`src/verilog/synth_ctrl_pkg.sv`:
```
// Constants for the clock synthesizer override, trim and reset control.
// Assumes an 8-bit register port with byte addresses as printed.
package synth_ctrl_pkg;
   localparam int          ADDR_WIDTH        = 8;
   localparam int          DATA_WIDTH        = 8;
   localparam int          TRIM_WIDTH        = 7;
   localparam int          MODE_WIDTH        = 2;
   // Register offsets
   localparam logic [7:0]  PIN_OVERRIDE_ADDR = 8'h58;
   localparam logic [7:0]  TRIM_ADDR         = 8'h59;
   localparam logic [7:0]  RESET_ADDR        = 8'h5c;
   localparam logic [7:0]  CAL_CONTROL_ADDR  = 8'h5d;
   localparam logic [7:0]  CAL_STATUS_ADDR   = 8'h5e;
   // Reset values
   localparam logic [7:0]  PIN_OVERRIDE_RST  = 8'h00;
   localparam logic [6:0]  TRIM_RST          = 7'h00;
   localparam logic [7:0]  CAL_CONTROL_RST   = 8'h40;
   // Field positions in the pin override, reset and calibration registers
   localparam int          OVR_EN_BIT        = 7;
   localparam int          SECOND_MODE_LSB   = 4;
   localparam int          FIRST_MODE_LSB    = 2;
   localparam int          SE_SELECT_BIT     = 1;
   localparam int          SYNTH_EN_BIT      = 0;
   localparam int          RESET_BIT         = 0;
   localparam int          CAL_EN_BIT        = 0;
   localparam int          CAL_DONE_BIT      = 0;
   localparam int          SETTLE_LSB        = 4;
   localparam int          SETTLE_WIDTH      = 3;
   // Output modes of a divided-reference output
   typedef enum logic [1:0] {
      REFOUT_OFF  = 2'b00,
      REFOUT_DIV1 = 2'b01,
      REFOUT_DIV2 = 2'b10,
      REFOUT_DIV4 = 2'b11
   } refout_mode_type;
endpackage

```
`src/verilog/refout_divider.sv`:
```
// Divided-reference output generator.
// Assumes the reference clock is sampled as a level on clk.
`timescale 1ns/1ps
module refout_divider
   import synth_ctrl_pkg::*;
(
   // Clock and reset
   input  wire logic            clk,
   input  wire logic            resetn,
   // Reference and selection
   input  wire logic            ref_in,
   input  wire refout_mode_type mode,
   // Output
   output logic                 refout,
   output logic                 active
);
   logic       ref_d_reg;
   logic [1:0] count_reg;
   logic       rise;

   assign rise = ref_in & ~ref_d_reg;

   always_ff @(posedge clk) begin
      if (!resetn) begin
         ref_d_reg <= 1'b0;
      end else begin
         ref_d_reg <= ref_in;
      end
   end

   // Counts reference rising edges; bit 0 toggles at half, bit 1 at quarter
   always_ff @(posedge clk) begin
      if (!resetn || mode == REFOUT_OFF) begin
         count_reg <= 2'h0;
      end else if (rise) begin
         count_reg <= count_reg + 2'h1;
      end
   end

   always_ff @(posedge clk) begin
      if (!resetn) begin
         refout <= 1'b0;
         active <= 1'b0;
      end else begin
         active <= (mode != REFOUT_OFF);
         case (mode)
            REFOUT_OFF:  refout <= 1'b0;
            REFOUT_DIV1: refout <= ref_in;
            REFOUT_DIV2: refout <= count_reg[0];
            REFOUT_DIV4: refout <= count_reg[1];
            default:     refout <= 1'b0;
         endcase
      end
   end
endmodule

```
`src/verilog/pll_override_trim_reset_ctrl.sv`:
```
// Synthesizer pin override, oscillator trim and synthesizer reset control.
// Assumes a simple synchronous register port and a calibration engine
// outside that tunes the trim through the load port below.
// Function
// - Override bit 7 picks registers over strap pins for synthesizer setup.
// - Override on: bits 5:4 set second output off, div1, div2, div4.
// - Override off: second output function comes from the clock straps.
// - Second output never clocks unless first output clocks too.
// - Override on: bits 3:2 set first output off, div1, div2, div4.
// - Override off: first output function comes from the clock straps.
// - Override on: bit 1 selects single-ended reference input.
// - Override on: bit 0 enables the synthesizer.
// - Seven-bit trim sets oscillator frequency, loaded by calibration.
// - Trim is readable after calibration and may be written back.
// - Reset bit 0 holds synthesizer and calibration logic in reset.
// - With calibration enabled, calibration starts when reset clears.
// - Calibration done reads one after completion or when skipped.
`timescale 1ns/1ps
module pll_override_trim_reset_ctrl
   import synth_ctrl_pkg::*;
(
   // Clock and reset
   input  wire logic                    clk,
   input  wire logic                    resetn,
   // Register port
   input  wire logic [ADDR_WIDTH-1:0]   reg_addr,
   input  wire logic                    reg_write,
   input  wire logic                    reg_read,
   input  wire logic [DATA_WIDTH-1:0]   reg_wdata,
   output logic      [DATA_WIDTH-1:0]   reg_rdata,
   // Strap pins
   input  wire logic                    synth_enable_pin,
   input  wire logic                    single_ended_select_pin,
   input  wire logic                    clock_strap_zero,
   input  wire logic                    clock_strap_one,
   // Reference clock to divide
   input  wire logic                    reference_clock,
   // Calibration engine
   input  wire logic                    cal_trim_load,
   input  wire logic [TRIM_WIDTH-1:0]   cal_trim_value,
   input  wire logic                    cal_complete,
   output logic                         calibration_running,
   output logic [SETTLE_WIDTH-1:0]      cal_settle,
   // Synthesizer controls
   output logic                         synth_enable,
   output logic                         single_ended_ref_input,
   output logic [TRIM_WIDTH-1:0]        oscillator_trim,
   output logic                         synth_in_reset,
   // Divided reference outputs
   output logic                         first_reference_output,
   output logic                         second_reference_output
);
   logic [DATA_WIDTH-1:0] override_reg;
   logic [TRIM_WIDTH-1:0] trim_reg;
   logic                  reset_bit_reg;
   logic [DATA_WIDTH-1:0] cal_control_reg;
   logic                  done_reg;
   logic                  running_reg;
   logic                  override_enable;
   logic                  calibration_enable;
   refout_mode_type       first_mode;
   refout_mode_type       second_mode;
   refout_mode_type       strap_first;
   refout_mode_type       strap_second;
   logic                  first_active;
   logic                  first_refout;
   logic                  second_refout;

   assign override_enable    = override_reg[OVR_EN_BIT];
   assign calibration_enable = cal_control_reg[CAL_EN_BIT];

   // Field slices below assume a byte-wide port with room above the trim
   if (TRIM_WIDTH >= DATA_WIDTH || MODE_WIDTH != 2 ||
       SETTLE_LSB + SETTLE_WIDTH > DATA_WIDTH) begin : g_width_check
      $error("unsupported register field widths");
   end

   // Fields are stored regardless of override so they apply on enable
   always_ff @(posedge clk) begin
      if (!resetn) begin
         override_reg <= PIN_OVERRIDE_RST;
      end else if (reg_write && reg_addr == PIN_OVERRIDE_ADDR) begin
         override_reg <= reg_wdata;
      end
   end

   always_ff @(posedge clk) begin
      if (!resetn) begin
         reset_bit_reg   <= 1'b0;
         cal_control_reg <= CAL_CONTROL_RST;
      end else if (reg_write) begin
         if (reg_addr == RESET_ADDR) begin
            reset_bit_reg <= reg_wdata[RESET_BIT];
         end else if (reg_addr == CAL_CONTROL_ADDR) begin
            cal_control_reg <= reg_wdata;
         end
      end
   end

   // Engine load while calibration runs wins over a software write in the same cycle
   always_ff @(posedge clk) begin
      if (!resetn) begin
         trim_reg <= TRIM_RST;
      end else if (cal_trim_load && running_reg) begin
         trim_reg <= cal_trim_value;
      end else if (reg_write && reg_addr == TRIM_ADDR) begin
         trim_reg <= reg_wdata[TRIM_WIDTH-1:0];
      end
   end

   // Calibration runs from reset release until the engine reports done
   // Setting the reset bit mid-run drops both flags, so done is lost too
   always_ff @(posedge clk) begin
      if (!resetn || reset_bit_reg) begin
         running_reg <= 1'b0;
         done_reg    <= 1'b0;
      end else if (!calibration_enable && !running_reg) begin
         done_reg <= 1'b1;
      end else if (!done_reg && !running_reg) begin
         running_reg <= 1'b1;
      end else if (running_reg && cal_complete) begin
         running_reg <= 1'b0;
         done_reg    <= 1'b1;
      end
   end

   // Strap coding: straps 00 off, 01 first div1, 10 both div2, 11 both div4
   always_comb begin
      strap_first  = refout_mode_type'({clock_strap_one, clock_strap_zero});
      strap_second = REFOUT_OFF;
      if (clock_strap_one) begin
         strap_second = strap_first;
      end
   end

   always_comb begin
      if (override_enable) begin
         first_mode  = refout_mode_type'(
            override_reg[FIRST_MODE_LSB +: MODE_WIDTH]);
         second_mode = refout_mode_type'(
            override_reg[SECOND_MODE_LSB +: MODE_WIDTH]);
      end else begin
         first_mode  = strap_first;
         second_mode = strap_second;
      end
   end

   refout_divider first_divider (
      .clk    (clk),
      .resetn (resetn),
      .ref_in (reference_clock),
      .mode   (first_mode),
      .refout (first_refout),
      .active (first_active)
   );

   refout_divider second_divider (
      .clk    (clk),
      .resetn (resetn),
      .ref_in (reference_clock),
      .mode   (second_mode),
      .refout (second_refout),
      .active ()
   );

   always_ff @(posedge clk) begin
      if (!resetn) begin
         synth_enable            <= 1'b0;
         single_ended_ref_input  <= 1'b0;
         first_reference_output  <= 1'b0;
         second_reference_output <= 1'b0;
      end else begin
         synth_enable <= override_enable ?
            override_reg[SYNTH_EN_BIT] : synth_enable_pin;
         single_ended_ref_input <= override_enable ?
            override_reg[SE_SELECT_BIT] : single_ended_select_pin;
         // Gate follows the first divider's registered active flag, so a
         // switch-off of the first output also silences the second
         first_reference_output  <= first_refout;
         second_reference_output <= second_refout & first_active;
      end
   end

   always_ff @(posedge clk) begin
      if (!resetn) begin
         oscillator_trim     <= TRIM_RST;
         synth_in_reset      <= 1'b0;
         calibration_running <= 1'b0;
         cal_settle          <= CAL_CONTROL_RST[SETTLE_LSB +: SETTLE_WIDTH];
      end else begin
         oscillator_trim     <= trim_reg;
         synth_in_reset      <= reset_bit_reg;
         calibration_running <= running_reg;
         cal_settle <= cal_control_reg[SETTLE_LSB +: SETTLE_WIDTH];
      end
   end

   // Read data registered one cycle after the read strobe
   always_ff @(posedge clk) begin
      if (!resetn) begin
         reg_rdata <= '0;
      end else if (reg_read) begin
         if (reg_addr == PIN_OVERRIDE_ADDR) begin
            reg_rdata <= override_reg;
         end else if (reg_addr == TRIM_ADDR) begin
            reg_rdata <= {1'b0, trim_reg};
         end else if (reg_addr == RESET_ADDR) begin
            reg_rdata <= {7'h00, reset_bit_reg};
         end else if (reg_addr == CAL_CONTROL_ADDR) begin
            reg_rdata <= cal_control_reg;
         end else if (reg_addr == CAL_STATUS_ADDR) begin
            reg_rdata <= {7'h00, done_reg};
         end else begin
            reg_rdata <= '0;
         end
      end
   end
endmodule

```
`config.mk`:
```
export PLATFORM = sky130hd
export DESIGN_NAME = pll_override_trim_reset_ctrl
export DESIGN_NICKNAME = d
export VERILOG_FILES = /design/src/verilog/synth_ctrl_pkg.sv /design/src/verilog/refout_divider.sv /design/src/verilog/pll_override_trim_reset_ctrl.sv
export SDC_FILE = /design/constraint.sdc
export NUM_CORES = 1
export LEC_CHECK = 0
export BUFFER_PORTS_ARGS = -buffer_cell sky130_fd_sc_hd__buf_4
export CORE_AREA = 2 2 102 104
export DETAILED_ROUTE_END_ITERATION = 8
export DIE_AREA = 0 0 104 106
export GPL_TIMING_DRIVEN = 0
export PLACE_DENSITY_LB_ADDON = 0.3
export REMOVE_ABC_BUFFERS = 1
export SLEW_MARGIN = 10
export SYNTH_ARGS = -nofsm -noshare
export SYNTH_HDL_FRONTEND = slang
export SYNTH_HIERARCHICAL = 1
export SYNTH_SLANG_ARGS = --single-unit
```
`constraint.sdc`:
```
create_clock -name clk -period 3.6 [get_ports clk]
set_input_delay 0.36 -clock clk [delete_from_list [all_inputs] [get_ports clk]]
set_output_delay 0.36 -clock clk [all_outputs]
set_load 0.02 [all_outputs]
```
== Yosys cells after proc, flatten, opt, wreduce, memory -nomap -nowiden ==
Index checks and enable logic that the tools add are counted.
W data, S select, Z words.

* Multiplexer cells: 19
* Equal/unequal tests: 12
* Reductions and logical operators: 23
* Add/subtract/negate cells: 2
* Bitwise gates (word level): 5

{| class="wikitable"
|+ Operators by type and width
! operator !! number
|-
| $eq A8 B7 Y1 const B || 5
|-
| $mux W8 || 4
|-
| $mux W7 || 2
|-
| $eq A2 B2 Y1 const B || 4
|-
| $mux W1 || 8
|-
| $pmux W1 S4 || 2
|-
| $reduce_bool A2 Y1 || 4
|-
| $logic_and A1 B1 Y1 || 6
|-
| $mux W2 || 3
|-
| $reduce_and A2 Y1 || 3
|-
| $add A2 B1 Y2 const B || 2
|-
| $eq A2 B1 Y1 const B || 2
|-
| $logic_not A1 Y1 || 4
|-
| $logic_not A2 Y1 || 2
|-
| $logic_or A1 B1 Y1 || 3
|-
| $not A1 Y1 || 3
|-
| $reduce_and A3 Y1 || 1
|-
| $and A1 B1 Y1 || 2
|-
| $ne A2 B2 Y1 const B || 1
|}

* Output and inout port bits: 24
* Logic and storage cells: 82
* Bits in registers: 58
* Input port bits: 34

== Longest topological paths before layout ==
* Word-level depth: 6
* Depth in mapped cells: 6
* Depth with buffers taken out: 4

== Cells and area by module ==
The synthesis kept the hierarchy.

{| class="wikitable"
|+ Modules (own cells, without submodules)
! module !! cells an instance !! times used !! sequential area each (sq um) !! area an instance (sq um)
|-
| pll_override_trim_reset_ctrl || 212 || 1 || 1001.0 || 2070.7
|-
| refout_divider || 18 || 2 || 100.1 || 183.9
|}

== Worst setup path after synthesis ==
OpenSTA, ideal clock, no wires.

* Path type: input-to-reg
* Start: input port reg_addr[7]
* End: register trim_reg[0]
* Setup time: 0.121 ns
* Stages on the path: 5
* Setup slack: 2.182 ns
* Arrival time: 1.297 ns
* Cells stage by stage: and4bb_2 > and4_1 > buf_6 > mux2i_1 > o21ai_1

* Cells in the longest elaborated chain, start to end: 3

{| class="wikitable"
|+ Ends and longest elaborated chain
! what !! line !! source
|-
| start: declaration || pll_override_trim_reset_ctrl.sv:26 || <nowiki>input wire logic [ADDR_WIDTH-1:0] reg_addr,</nowiki>
|-
| $eq A8 B7 Y1 || pll_override_trim_reset_ctrl.sv:106 || <nowiki>end else if (reg_write && reg_addr == TRIM_ADDR) begin</nowiki>
|-
| $logic_and A1 B1 Y1 || pll_override_trim_reset_ctrl.sv:106 ||
|-
| $reduce_bool A2 Y1 (no line) || n/a ||
|-
| end signal: assignment || pll_override_trim_reset_ctrl.sv:105 || <nowiki>trim_reg <= cal_trim_value;</nowiki>
|-
| end signal: assignment || pll_override_trim_reset_ctrl.sv:107 || <nowiki>trim_reg <= reg_wdata[TRIM_WIDTH-1:0];</nowiki>
|-
| end: declaration || pll_override_trim_reset_ctrl.sv:54 || <nowiki>logic [TRIM_WIDTH-1:0] trim_reg;</nowiki>
|}

Every way passes these cells.
A chain may end at the register's enable or synchronous reset.

== Worst setup path after layout ==
* Start: input port reg_addr[7]
* End: register trim_reg[5]

The elaborated chain is that of the path after synthesis.

==> impl_metrics.tcl <==
set metrics [dict create \
    maxSlewViolCount 0 \
    vias 1851 \
    slowest_stage "and4_1" \
    drc 0 \
    gp_congestion 0.7380 \
    first_iter_violations 46 \
    syn-cell-area_um2 2415 \
    path_delay_family "simple AND/OR/NAND/NOR gates" \
    critPathArrivalTime_ps 1700 \
    antenna_found_initial 0 \
    fillCellCount 1069 \
    firstDrtPassIters 4 \
    fp.dieW_um 104 \
    period_needed_ps 1476 \
    p_leak_nw 1.364 \
    core_um2 10000 \
    htreeDepth 3 \
    hold_start "cal_trim_value[3]" \
    ir_drop_uv 169.7 \
    finalSetupTns_ps 0 \
    rows 37 \
    cp_cell_sequence "buf_4 -> and4bb_2 -> and4_1 -> mux2i_1 -> o21ai_1" \
    cts_tree "built" \
    setup_viol 0 \
    postCtsSetupRepairBufs 0 \
    routed_wl_um 5502 \
    hold_path.class "in -> reg" \
    fmax_mhz 677.6 \
    r2r_start "override_reg[7]" \
    start_util_pct 24.15 \
    cts_resized 0 \
    post-route-period-util_pct 40.99 \
    grt_overflow_total 0 \
    place_hpwl_um 3948 \
    antenna_cells 0 \
    slew_headroom_pct 70.59 \
    worstMarginPinSlew_ps 441.1 \
    first_global_vias 1808 \
    area_growth_pct 31.35 \
    hold_viol 0 \
    cts_max_path_buffers 2 \
    syn_inst 246 \
    ctsHoldBuffers 0 \
    crit_path_start "reg_addr[7]" \
    cp_max_fo 7 \
    avgSynthCellArea_um2 9.816 \
    final_cell_mix "59 x dfxtp_1, 57 x buf_4, 33 x nand2_1, 28 x mux2i_1, 19 x nor2b_1" \
    critical_path_required_ps 3820 \
    grtUsageTotal_pct 10.63 \
    viasPerCell 4.178 \
    io_pins 58 \
    critical_path_buf_inv_count 1 \
    numCtsBuffers 9 \
    die-area_um2 11020 \
    fp.dieH_um 106 \
    grt_max_degree 53 \
    synth_warnings 6 \
    power_density_nw_per_um2 458.1 \
    fin_nets 336 \
    path_class "in -> reg" \
    drive_gt1_share_pct 28.01 \
    wl_per_cell_um 12.42 \
    ant_nets 0 \
    max_stage_delay_ps 500 \
    fin_skew_ps 7.838 \
    clk_pin_slew_worst_paths_ps 70 \
    endpoint_kind "flop" \
    cts_sinks 59 \
    hold_slack_ps 218.4 \
    cap_violations 0 \
    clk-insertion-delay-late_ps 340 \
    startpoint_type "primary input" \
    grt_pass1_wl_um 9025 \
    port_buffers 57 \
    outcome "completed" \
    clockRootBuffer "clkbuf_8" \
    rsz0062_at_grt "no" \
    final_common_cell "dfxtp_1" \
]
per-stage QoR:
stage	setup WS [ps]	total power [W]	util, %	instance area (um2)	instances
floorplan	2075	0.0007223	-	2350	234
global placement	1783	0.0007845	29.48	2948	427
detailed placement	1757	0.0007855	29.48	2948	427
CTS	2116	0.001480	31.72	3172	443
global route	2020	0.001520	31.72	3172	443
finish	2124	0.001453	31.72	3172	443
worst min-delay path: stages:
cell,delay (ps)
buf_4,80
nand2_1,40
o21ai_1,50
metal layers:
layer | track usage (%) | vias to the layer above | wire, um
met5 | 0 | - | 0
li1 | - | 953 | -
met1 | 12.69 | 840 | 2551
met3 | 4.476 | 8 | 331
met4 | 4.054 | 0 | 85
met2 | 17.01 | 50 | 2533
area by class of cell:
class                      count  area [um2]  area share (%)
clock inverter                 7       100.1           3.156
multi-input combinational    171        1154           36.37
inverter                       4       15.01          0.4734
tap                          136       170.2           5.365
timing repair buffer          57       427.9           13.49
sequential                    59        1181           37.24
clock buffer                   9       123.9           3.905
where the power goes:
part           internal (W)   total, W  switching (W)
Clock              0.000395   0.000684       0.000288
Sequential         0.000664   0.000670     0.00000623
Combinational     0.0000497  0.0000990      0.0000493
final timing paths:
| check | to | slack [ps] | cells after the start |
|---|---|---|---|
| max | trim_reg[5] | 2120 | 5 |
| min | trim_reg[3] | 220 | 3 |
| max reg2reg | first_divider/count_reg[0] | 2130 | 3 |
| min reg2reg | first_reference_output | 440 | 1 |
(Power assumes the default switching activity.)
